[config.mk]
export PLATFORM = sky130hd
export DESIGN_NAME = csd_channel
export DESIGN_NICKNAME = d
export VERILOG_FILES = /design/src/logic/csd_pkg.sv /design/src/logic/csd_channel.sv
export VERILOG_INCLUDE_DIRS = /design/src /design/src/logic
export SDC_FILE = /design/constraint.sdc
export NUM_CORES = 1
export LEC_CHECK = 0
export BUFFER_PORTS_ARGS = -buffer_cell sky130_fd_sc_hd__buf_2
export CELL_PAD_IN_SITES_DETAIL_PLACEMENT = 1
export CELL_PAD_IN_SITES_GLOBAL_PLACEMENT = 2
export CORE_MARGIN = 8
export CORE_UTILIZATION = 30
export CTS_BUF_LIST = sky130_fd_sc_hd__clkbuf_8 sky130_fd_sc_hd__clkbuf_16
export DETAILED_ROUTE_END_ITERATION = 8
export PLACE_DENSITY = 0.69
export RECOVER_POWER = 50
export SLEW_MARGIN = 20
export SYNTH_ARGS = -nofsm -noshare
export SYNTH_HDL_FRONTEND = slang
export SYNTH_SLANG_ARGS = --single-unit
export TNS_END_PERCENT = 10
[constraint.sdc]
create_clock -name clk_i -period 22 [get_ports clk_i]
set_clock_uncertainty 0.15 [all_clocks]
set_input_delay 3.3 -clock clk_i [delete_from_list [all_inputs] [get_ports clk_i]]
set_output_delay 3.3 -clock clk_i [all_outputs]
set_load 0.02 [all_outputs]
[src/logic/csd_defines.svh]
// Register offsets, bit positions, reset values and constants
`ifndef CSD_DEFINES_SVH
`define CSD_DEFINES_SVH

`define OFS_TEST       8'h00
`define OFS_ISG        8'h04
`define OFS_MODE       8'h08
`define OFS_TXDATA     8'h0c
`define OFS_STATUS     8'h10
`define OFS_COEF_BASE  8'h40

`define B_TX_CUT       0
`define B_RX_CUT       1
`define B_HP_BYPASS    2
`define B_RX_LOSS      3
`define B_IRQ_ARM      4
`define B_SLOT_LOOP    5
`define B_FULL_LOOP    6
`define B_TONE         7
`define B_COMPANDED    0

`define TEST_RST       8'h00
`define ISG_RST        5'h00
`define ISG_FDL_CODE   5'h10
`define COEF_RST       16'h7777

`define FRAC_W         28
`define HP_SHIFT       4
`define TONE_PEAK      16'h2000
`define TONE_MID       16'h16a1

`endif

[src/logic/csd_pkg.sv]
// Shared types of the signed-digit filter channel
`default_nettype none
package csd_pkg;

  typedef struct packed {
    logic [7:0]  addr;
    logic [15:0] wdata;
    logic        wr;
    logic        rd;
  } host_req_s;

  typedef enum logic {ENG_IDLE, ENG_RUN} eng_e;

endpackage
`default_nettype wire

[src/logic/csd_channel.sv]
// One codec channel: shift-add filter engine, test states, host registers
//
// The address map and the address-and-strobe port were decided locally.
`timescale 1ns/1ps
`default_nettype none
`include "csd_defines.svh"

module csd_channel #(
  parameter int TAPS       = 5,
  parameter int FIR_DIGITS = 4,
  parameter int SW         = 16
) (
  input  wire logic              clk_i,
  input  wire logic              rst_n_i,
  input  wire csd_pkg::host_req_s host_req_i,
  output logic      [15:0]       rdata_o,
  input  wire logic              sample_strobe_i,
  input  wire logic [SW-1:0]     analog_in_i,
  input  wire logic [SW-1:0]     rx_slot_data_i,
  output logic      [SW-1:0]     analog_out_o,
  output logic                   analog_out_en_o,
  output logic      [SW-1:0]     pcm_transmit_out_o,
  output logic                   pcm_transmit_oe_o,
  output logic                   transmit_slot_strobe_o,
  output logic                   transmit_slot_strobe_oe_o,
  output logic                   irq_o,
  output logic                   impedance_scaling_on_o,
  output logic                   balance_path_en_o
);
  import csd_pkg::*;

  localparam int COEFS  = TAPS + 3;
  localparam int CW     = $clog2(COEFS);
  localparam int ACC_W  = SW + 4 + `FRAC_W;
  localparam logic [CW-1:0] POLE_IX = CW'(TAPS);
  localparam logic [CW-1:0] POST_IX = CW'(TAPS + 1);
  localparam logic [CW-1:0] GAIN_IX = CW'(TAPS + 2);

  typedef struct packed {
    logic [COEFS-1:0][15:0] coef;
    logic [TAPS-1:0][SW-1:0] dl;
    logic [7:0]              test;
    logic [4:0]              isg;
    logic                    companded;
    eng_e                    eng;
    logic [CW-1:0]           ci;
    logic [1:0]              di;
    logic [4:0]              csh;
    logic                    sg;
    logic signed [ACC_W-1:0] acc;
    logic [SW-1:0]           w;
    logic [SW-1:0]           rx_out;
    logic [SW-1:0]           tx_hp;
    logic [SW-1:0]           hp_avg;
    logic [SW-1:0]           slot_cap;
    logic [2:0]              tone_ix;
    logic [7:0]              tx_byte;
    logic [15:0]             rdata;
    logic [SW-1:0]           aout;
    logic                    aout_en;
    logic [SW-1:0]           pcm;
    logic                    pcm_oe;
    logic                    strobe;
    logic                    strobe_oe;
    logic                    irq;
    logic                    isc_on;
    logic                    bal_en;
  } state_s;

  state_s r_reg;
  state_s r_next;

  // Coefficient address decode: hit flag and index
  function automatic logic coef_hit(input logic [7:0] a);
    logic [7:0] d;
    d = a - `OFS_COEF_BASE;
    coef_hit = (a >= `OFS_COEF_BASE) && (d[1:0] == 2'b00)
               && (d[7:2] < 6'(COEFS));
  endfunction

  function automatic logic [CW-1:0] coef_ix(input logic [7:0] a);
    logic [7:0] d;
    d = a - `OFS_COEF_BASE;
    coef_ix = d[CW+1:2];
  endfunction

  // Index of the last term in each coefficient group
  function automatic logic [1:0] last_digit(input logic [CW-1:0] i);
    if (i < POLE_IX)
      last_digit = 2'(FIR_DIGITS - 1);
    else if (i == POST_IX)
      last_digit = 2'd1;
    else
      last_digit = 2'd3;
  endfunction

  // Digit x of a coefficient word, position 0 in the top nibble
  function automatic logic [3:0] digit_of(input logic [15:0] w,
                                          input logic [1:0]  x);
    case (x)
      2'd0:    digit_of = w[15:12];
      2'd1:    digit_of = w[11:8];
      2'd2:    digit_of = w[7:4];
      default: digit_of = w[3:0];
    endcase
  endfunction

  // Sample placed at the binary point of the accumulator
  function automatic logic signed [ACC_W-1:0] widen(input logic [SW-1:0] x);
    widen = {{(ACC_W-SW-`FRAC_W){x[SW-1]}}, x, {`FRAC_W{1'b0}}};
  endfunction

  // One period of the 1 kHz tone at eight samples per cycle
  function automatic logic [SW-1:0] tone_at(input logic [2:0] k);
    case (k)
      3'd1, 3'd3: tone_at = SW'(`TONE_MID);
      3'd2:       tone_at = SW'(`TONE_PEAK);
      3'd5, 3'd7: tone_at = SW'(16'h0000 - `TONE_MID);
      3'd6:       tone_at = SW'(16'h0000 - `TONE_PEAK);
      default:    tone_at = '0;
    endcase
  endfunction

  // Segment-compressed byte: sign, 3-bit segment, 4-bit step
  function automatic logic [7:0] compand(input logic [15:0] x);
    logic [14:0] mag;
    logic [2:0]  seg;
    logic [14:0] sh;
    mag = x[15] ? ~x[14:0] : x[14:0];
    seg = 3'd0;
    for (int i = 0; i < 7; i++)
      if (mag[i+8])
        seg = 3'(i + 1);
    // Shift sum widened so segments five to seven do not wrap
    sh = (seg == 3'd0) ? (mag >> 4) : (mag >> ({1'b0, seg} + 4'd3));
    compand = {x[15], seg, sh[3:0]};
  endfunction

  logic [3:0]              dig;
  logic [4:0]              sh_sum;
  logic                    sg_prod;
  logic [SW-1:0]           operand;
  logic signed [ACC_W-1:0] term;
  logic signed [ACC_W-1:0] acc_sum;
  logic [SW-1:0]           acc_q;
  logic [SW-1:0]           rx_in;
  logic [SW-1:0]           tx_in;
  logic [SW-1:0]           tx_word;
  logic                    full_loop;
  logic                    rx_cut;
  logic                    clr_irq;

  // Current shift-add step of the engine
  always_comb
  begin
    dig     = digit_of(r_reg.coef[r_reg.ci], r_reg.di);
    sh_sum  = r_reg.csh + {2'b00, dig[2:0]};
    sg_prod = r_reg.sg ^ dig[3];
    if (r_reg.ci < POLE_IX)
      operand = r_reg.dl[r_reg.ci];
    else if (r_reg.ci == POLE_IX)
      operand = r_reg.w;
    else if (r_reg.ci == POST_IX)
      operand = r_reg.w;
    else
      operand = r_reg.tx_hp;
    term    = widen(operand) >>> sh_sum;
    acc_sum = sg_prod ? (r_reg.acc - term)
                      : (r_reg.acc + term);
    acc_q   = acc_sum[`FRAC_W+SW-1:`FRAC_W];
  end

  // Path selection from the test states
  always_comb
  begin
    full_loop = r_reg.test[`B_FULL_LOOP]
                || (r_reg.isg == `ISG_FDL_CODE);
    rx_cut    = r_reg.test[`B_RX_CUT];
    if (rx_cut)
      rx_in = '0;
    else if (r_reg.test[`B_TONE])
      rx_in = tone_at(r_reg.tone_ix);
    else
      rx_in = rx_slot_data_i;
    // Loopback carries the previous sample's receive output
    tx_in = full_loop ? r_reg.rx_out : analog_in_i;
    tx_word = r_reg.test[`B_SLOT_LOOP] ? r_reg.slot_cap
                                       : acc_q;
  end

  // Next state: register port, sample intake and engine
  always_comb
  begin
    r_next        = r_reg;
    r_next.strobe = 1'b0;
    clr_irq       = 1'b0;

    // Register writes
    if (host_req_i.wr)
    begin
      if (host_req_i.addr == `OFS_TEST)
        r_next.test = host_req_i.wdata[7:0];
      else if (host_req_i.addr == `OFS_ISG)
        r_next.isg = host_req_i.wdata[4:0];
      else if (host_req_i.addr == `OFS_MODE)
        r_next.companded = host_req_i.wdata[`B_COMPANDED];
      else if (coef_hit(host_req_i.addr))
        r_next.coef[coef_ix(host_req_i.addr)] = host_req_i.wdata;
    end

    // Register reads, answered in the next cycle
    r_next.rdata = '0;
    if (host_req_i.rd)
    begin
      if (host_req_i.addr == `OFS_TEST)
        r_next.rdata = {8'h00, r_reg.test};
      else if (host_req_i.addr == `OFS_ISG)
        r_next.rdata = {11'h000, r_reg.isg};
      else if (host_req_i.addr == `OFS_MODE)
        r_next.rdata = {15'h0000, r_reg.companded};
      else if (host_req_i.addr == `OFS_TXDATA)
      begin
        r_next.rdata = {8'h00, r_reg.tx_byte};
        clr_irq      = 1'b1;
      end
      else if (host_req_i.addr == `OFS_STATUS)
        r_next.rdata = {13'h0000, r_reg.eng == ENG_RUN,
                        r_reg.irq, full_loop};
      else if (coef_hit(host_req_i.addr))
        r_next.rdata = r_reg.coef[coef_ix(host_req_i.addr)];
    end
    // Read clears first; an armed finishing sample further down sets and wins
    if (clr_irq)
      r_next.irq = 1'b0;

    // Static path controls
    r_next.aout_en = !full_loop;
    r_next.isc_on  = !full_loop;
    r_next.bal_en  = !rx_cut;
    if (r_reg.test[`B_TX_CUT])
    begin
      r_next.pcm_oe    = 1'b0;
      r_next.strobe_oe = 1'b0;
    end

    case (r_reg.eng)
      ENG_IDLE:
      begin
        // Strobes arriving mid-run are dropped; host must space them
        if (sample_strobe_i)
        begin
          r_next.dl[0] = rx_in;
          for (int k = 1; k < TAPS; k++)
            r_next.dl[k] = r_reg.dl[k-1];
          r_next.slot_cap = rx_slot_data_i;
          r_next.tone_ix  = r_reg.tone_ix + 3'd1;
          r_next.hp_avg   = r_reg.hp_avg
                            + SW'($signed(tx_in - r_reg.hp_avg)
                                  >>> `HP_SHIFT);
          r_next.tx_hp    = r_reg.test[`B_HP_BYPASS] ? tx_in
                            : (tx_in - r_reg.hp_avg);
          r_next.ci  = '0;
          r_next.di  = '0;
          r_next.csh = '0;
          r_next.sg  = 1'b0;
          r_next.acc = '0;
          r_next.eng = ENG_RUN;
        end
      end
      ENG_RUN:
      begin
        r_next.acc = acc_sum;
        if (r_reg.di == last_digit(r_reg.ci))
        begin
          r_next.di  = '0;
          r_next.csh = '0;
          r_next.sg  = 1'b0;
          r_next.ci  = r_reg.ci + 1'b1;
          // Pole result becomes the recursive state for post-gain
          if (r_reg.ci == POLE_IX)
          begin
            r_next.w   = acc_q;
            r_next.acc = '0;
          end
          else if (r_reg.ci == POST_IX)
          begin
            r_next.rx_out = r_reg.test[`B_RX_LOSS]
                            ? SW'($signed(acc_q) >>> 1)
                            : acc_q;
            r_next.aout   = full_loop ? '0 : r_next.rx_out;
            r_next.acc    = widen(r_reg.tx_hp);
          end
          else if (r_reg.ci == GAIN_IX)
          begin
            r_next.eng     = ENG_IDLE;
            r_next.pcm     = tx_word;
            r_next.tx_byte = r_reg.companded ? compand(16'(tx_word))
                             : tx_word[SW-1:SW-8];
            if (!r_reg.test[`B_TX_CUT])
            begin
              r_next.pcm_oe    = 1'b1;
              r_next.strobe    = 1'b1;
              r_next.strobe_oe = 1'b1;
            end
            if (r_reg.test[`B_IRQ_ARM])
              r_next.irq = 1'b1;
          end
        end
        else
        begin
          r_next.di  = r_reg.di + 2'd1;
          r_next.csh = sh_sum;
          r_next.sg  = sg_prod;
        end
      end
      default:
        r_next.eng = ENG_IDLE;
    endcase
  end

  // State register
  always_ff @(posedge clk_i or negedge rst_n_i)
  begin
    if (!rst_n_i)
    begin
      // Whole state cleared, then the documented reset words
      r_reg      <= '0;
      r_reg.test <= `TEST_RST;
      r_reg.isg  <= `ISG_RST;
      r_reg.coef <= {COEFS{`COEF_RST}};
    end
    else
      r_reg <= r_next;
  end

  // Outputs straight from the state register
  assign rdata_o                   = r_reg.rdata;
  assign analog_out_o              = r_reg.aout;
  assign analog_out_en_o           = r_reg.aout_en;
  assign pcm_transmit_out_o        = r_reg.pcm;
  assign pcm_transmit_oe_o         = r_reg.pcm_oe;
  assign transmit_slot_strobe_o    = r_reg.strobe;
  assign transmit_slot_strobe_oe_o = r_reg.strobe_oe;
  assign irq_o                     = r_reg.irq;
  assign impedance_scaling_on_o    = r_reg.isc_on;
  assign balance_path_en_o         = r_reg.bal_en;

endmodule

`default_nettype wire

[Word level (Yosys, flattened, before mapping)]
Cells that the tools add are included.
Word-level totals
  register bits after elaboration: 427
  bits in latches: 0
  memory bits (writable): 0
  memory bits (read-only): 0
  input bits: 61
  output and inout bits: 55
  logic and storage cells: 179
  memories: 0
Operators by class
  add/sub/neg operators: 10
  $mul: 0
  divide/modulo/power cells: 0
  order comparisons: 6
  equal/unequal tests: 19
  shift operators: 2
  muxes and demuxes: 75
  bitwise operators: 8
  reduce and logical (&&, ||, !) cells: 21
Operators with widths (count)
  two-way mux 16 bit: 23
  binary-select mux 16 bit (select 3 bit): 3
  two-way mux 48 bit: 3
  bitwise mux 128 bit: 1
  one-hot mux 60 bit (2 select lines): 1
  two-way mux 80 bit: 1
  one-hot mux 16 bit (4 select lines): 1
  two-way mux 60 bit: 1
  adder 48 bit: 1
  demux 16 bit (select 3 bit): 1
  >>> shifter 44 x 5 -> 48 bit: 1
  subtractor 48 bit: 1
  two-way mux 3 bit: 11
  two-way mux 15 bit: 2
  two-way mux 4 bit: 7
  == test 3 bit, second input constant: 6
  adder 16 bit: 1
  == test 8 x 4 -> 1 bit, second input constant: 2
  subtractor 16 bit: 1
  inverter 15 bit: 1
  >> shifter 15 x 4 -> 4 bit: 1
  two-way mux 1 bit: 13
  one-hot mux 4 bit (3 select lines): 1
  AND reduction 5 bit: 2
  35 further kinds: 55

[Depth between registers and ports, before layout]
  depth in word-level cells: 26
  gate-level depth with buffers: 50
  mapped depth without buffers: 41

[Worst setup path before layout]
Ideal clock, no wire load.
  path type: register -> register
  from: register r_reg[202] (netlist bit)
  to: register r_reg[57] (netlist bit)
  library setup time: 0.126 ns
  data arrival time: 10.958 ns
  required time: 21.724 ns
  path slack: 10.766 ns
  cell stages (with the launch flop): 46
  buffers on the path: 8
  clock period less this slack: 11.234 ns
  cell sequence: dfrtp_1 buf_6 buf_12 buf_12 buf_6 buf_1 buf_1 mux4_2 mux2_2 a222oi_1 mux2i_1 ha_1 fa_1 clkbuf_1 clkinv_1 clkbuf_1 mux4_2 o21ai_0 [10 not listed] nor3_1 nor2_1 xnor2_1 ha_1 a21o_1 a21oi_1 or4b_2 o22ai_1 xnor2_1 mux2i_1 a21o_1 o2bb2ai_1 mux2_2 a22o_1 nand2_1 nor4bb_1 a2111oi_2 a221o_1
Between the ends
  longest elaborated chain between the ends: 26
  elaborated cells on any way between the ends: 45
  those cells by class: add/sub (4); order compare (1); eq/ne (4); shift (2); mux (28); bitwise (4); reduce/logical (2)
Ends and longest elaborated chain
  from (decl): RTL line csd_channel.sv:70  | state_s r_reg;
  from (signal assigned): RTL line csd_channel.sv:333  | r_reg <= r_next;
  binary-select mux 16 bit (select 3 bit) or == test 3 bit (tied branches)
  two-way mux 16 bit (on tied branches): RTL line csd_channel.sv:156, csd_channel.sv:163
  one-hot mux 4 bit (3 select lines) or two-way mux 16 bit (tied branches): RTL line csd_channel.sv:100, csd_channel.sv:161
  adder 5 x 3 -> 5 bit or two-way mux 16 bit (tied branches): RTL line csd_channel.sv:157, csd_channel.sv:159
  >>> shifter 44 x 5 -> 48 bit: RTL line csd_channel.sv:167  | term = widen(operand) >>> sh_sum;
  adder 48 bit or subtractor 48 bit (tied branches): RTL line csd_channel.sv:169, csd_channel.sv:168
  two-way mux 48 bit: RTL line csd_channel.sv:168  | acc_sum = sg_prod ? (r_reg.acc - term)
  two-way mux 16 bit: RTL line csd_channel.sv:187  | tx_word = r_reg.test[`B_SLOT_LOOP] ? r_reg.slot_cap
  [10 not listed]
  two-way mux 3 bit: RTL line csd_channel.sv:285  | else if (r_reg.ci == POST_IX)
  two-way mux 3 bit: RTL line csd_channel.sv:280  | if (r_reg.ci == POLE_IX)
  two-way mux 3 bit: RTL line csd_channel.sv:273  | if (r_reg.di == last_digit(r_reg.ci))
  two-way mux 3 bit: RTL line csd_channel.sv:246  | case (r_reg.eng)
  adder 3 x 2 -> 4 bit: RTL line csd_channel.sv:135  | sh = (seg == 3'd0) ? (mag >> 4) : (mag >> ({1'b0, seg} + 4'd3));
  >> shifter 15 x 4 -> 4 bit: RTL line csd_channel.sv:135
  two-way mux 4 bit: RTL line csd_channel.sv:135
  two-way mux 7 bit: RTL line csd_channel.sv:297  | r_next.tx_byte = r_reg.companded ? compand(16'(tx_word))
Several ways; a longest one is shown, not always the timed one. The select of a mux whose other input is x is not followed.
A chain may end at the register's enable or synchronous reset.

[Worst setup path after layout]
Ends and elaborated chain as after synthesis.

==> impl_metrics.csv <==
group,metric,value,unit
status,status,"finished with violations",
status,violations,"capacitance limit, slew limit",
clock_network,holdBufCountCts,0,
worst_setup_path,startpoint_type,"flop",
yosys,synth_top_area_cell,"dfrtp_1",
timing,finalSetupViolCount,0,
min_path,hp-class,"reg2reg",
worst_setup_path,critPathArrivalTime,15.80,ns
final_layout,fillers,10250,
floorplanning,io_pins,116,
worst_setup_path,cp.required,22.32,ns
timing,fin_setup_tns,0,ns
placement,port_buffers,115,
floorplanning,core_area,91520,um2
worst_setup_path,r2r-end,"r_reg[57]$_DFFE_PN0P_",
yosys,yosysSeqAreaShare,0.3865,
timing,finalMaxSlewViolations,500,
yosys,synth_most_common_cell,"nand2_1",
global_routing,overflow,0,
clock_network,root_buffer,"clkbuf_16",
final_layout,num-nets-final,2943,
final_layout,layout-drive-gt1-share,0.2436,
floorplanning,die_w,319.5,um
route,drtPass1Iterations,5,
worst_setup_path,cp_num_buf_inv,3,
final_layout,syn_to_final_growth,12.02,%
worst_setup_path,path_class,"reg2reg",
min_path,hold_start,"r_reg[124]$_DFFE_PN0P_",
worst_setup_path,critPathMaxStageDelay,2.03,ns
yosys,synthArstFlopShare,1.000,
route,postRouteAntennaNets,0,
route,remaining_drc_errors,0,
yosys,syn_area_per_cell,9.952,um2
route,wire_per_inst,24.06,um
global_routing,grt_pass1_wl,149900,um
placement,gp_congestion,0.8951,
timing,worstMarginPinSlew,4.973,ns
floorplanning,dieArea,102100,um2
clock_network,clock_sink_count,422,
clock_network,cts_tree,"built",
clock_network,cts.path.max_buffers,3,
yosys,yosysWarnings,0,
yosys,ys_types,93,
floorplanning,fp-row-count,111,
worst_setup_path,cp_slowest_cell,"clkbuf_1",
route,via_per_inst,5.532,
yosys,synth.top_cell.area_share,0.2952,
worst_setup_path,end_kind,"flop",
final_layout,multiInputGateArea,15760,um2
yosys,synth_nets,2932,
yosys,ys.flop_type,"dfrtp_1",
global_routing,track_usage,0.1852,
yosys,synth_commonest_cells,"332 x nand2_1, 326 x dfrtp_1, 272 x mux2_2",
final_layout,largest_reg_flops,369,
timing,rsz0062_at_grt,"no",
worst_setup_path,worst_r2r_path_depth,35,
worst_setup_path,r2r_slack,6.51,ns
route,drt_wl_total,96690,um
worst_setup_path,r2r-start,"r_reg[202]$_DFFE_PN0P_",
timing,post-route-period-util,0.7039,
min_path,hold_depth,2,
global_routing,grt_pass1_vias,23890,
final_layout,layout.area.seq,10680,um2
clock_network,clkTransAtPathRegs,0.06,ns
yosys,synthCells,2777,
placement,dpl.hpwl,71320,um
clock_network,cts.repair.resized,0,
flow_run,drv_cap,10,
worst_setup_path,crit_fanout,41,
clock_network,numCtsBuffers,52,
floorplanning,fp.dieH,319.5,um
global_routing,antenna_found_initial,3,
yosys,ys_top_cells_by_area,"dfrtp_1 30%, mux2_2 11%, dfstp_2 9.1%, mux4_2 6.6%, nand2_1 4.5%",
yosys,ys_ff_latch,422,
timing,hold_viol,0,
route,drtIter0Drc,1483,
yosys,synthesis.area,27640,um2
global_routing,grt_max_degree,146,
worst_setup_path,crit_top_cell,"mux2i_1",
clock_network,postCtsSetupBuffers,0,
timing,fmax,64.57,MHz
yosys,synth_edf_count,0,
route,num_vias,22230,
timing,post-route-min-period,15.49,ns
timing,maxSlewHeadroom,-2.316,
floorplanning,start_util,0.3020,
clock_network,clkLatencyLatePin,0.65,ns
worst_setup_path,crit_family,"simple AND/OR/NAND/NOR gates",
clock_network,cts_htree_levels,2,
min_path,min_to,"r_reg[124]$_DFFE_PN0P_",
worst max-delay path by stage:
stage	start	end	slack, ns	depth (start not counted)
finish	r_reg[202]$_DFFE_PN0P_	r_reg[57]$_DFFE_PN0P_	6.51	35
global route	r_reg[202]$_DFFE_PN0P_	r_reg[57]$_DFFE_PN0P_	5.15	35
CTS	r_reg[202]$_DFFE_PN0P_	r_reg[57]$_DFFE_PN0P_	8.70	35
detailed placement	r_reg[202]$_DFFE_PN0P_	r_reg[57]$_DFFE_PN0P_	8.83	35
global placement	r_reg[202]$_DFFE_PN0P_	r_reg[57]$_DFFE_PN0P_	9.09	37
floorplan	r_reg[202]$_DFFE_PN0P_	r_reg[57]$_DFFE_PN0P_	10.77	45
worst min-delay path, delay by kind of cell, from the launching register on:
kind             cells  cell delay (ns)
AO/OA/AOI/OAI        1             0.06
flip-flops           1             0.34
AND/OR/NAND/NOR      1             0.05
kinds of logic (layout without fill, tap and decap cells):
logic type / count (synthesis) / after routing / synth area share
muxes: 423 / 423 / 0.2048
AOI/OAI and AO/OA: 675 / 675 / 0.1566
buffers and inverters: 279 / 334 / 0.04736
DFF: 422 / 422 / 0.3865
adders and majority gates: 94 / 94 / 0.04364
and+or+nand+nor: 781 / 781 / 0.1282
other: 0 / 1 / 0
xor gates and xnor gates: 103 / 103 / 0.03291
layout by cell type, fill, tap and decap left out, drive strengths merged, types with 9 or more instances in the layout:
master,count
dfrtp,326
a21oi,138
mux2,274
o211ai,15
o22ai,15
a21o,41
a31oi,25
a22oi,24
nand3,63
nor2b,13
and2,17
nor4,11
mux4,85
o21bai,13
clkinv,13
o21a,17
o31ai,11
a211oi,16
and3,27
xnor2,55
mux2i,64
a21boi,14
a22o,9
o21ai,234
buf,98
nand2b,20
nand2,332
dfstp,96
o2111ai,9
ha,90
or3,9
clkbuf,137
o221ai,20
nand4,34
nor2,193
inv,77
xor2,48
nor3,35
a2111oi,13
per-layer routing:
metal	global-route usage	wire length [um]	vias up
met5	0	23	-
met4	0.06253	3398	4
met1	0.2363	41740	11510
met2	0.3228	48210	408
met3	0.02330	3327	157
li1	-	-	10160
metrics by stage:
stage                     cell area (um2)  setup slack, ns  hold WS (ns)  utilization  instances
after floorplan                     27640            10.77        0.2918            -       2777
after global placement              29150            9.094        0.3071       0.3185       3919
after detailed placement            29160            8.828        0.3172       0.3186       3919
after CTS                           31070            8.701        0.3306       0.3395       4017
after global routing                30950            5.147        0.3611       0.3382       4018
final                               30960            6.514        0.3286       0.3382       4019
final cells by class:
type                    count  area share
well taps                1186     0.04793
clock buffers              70     0.05076
flip-flops and latches    422      0.3450
inverters                  71    0.008609
repair buffers            165     0.02748
clock inverters            28     0.01116
multi-input cells        2076      0.5089
diodes                      1  0.00008083
Power is left out: the tool's default activity adds up to more than one toggle a clock period on the data nets, which glitch-free logic cannot reach.
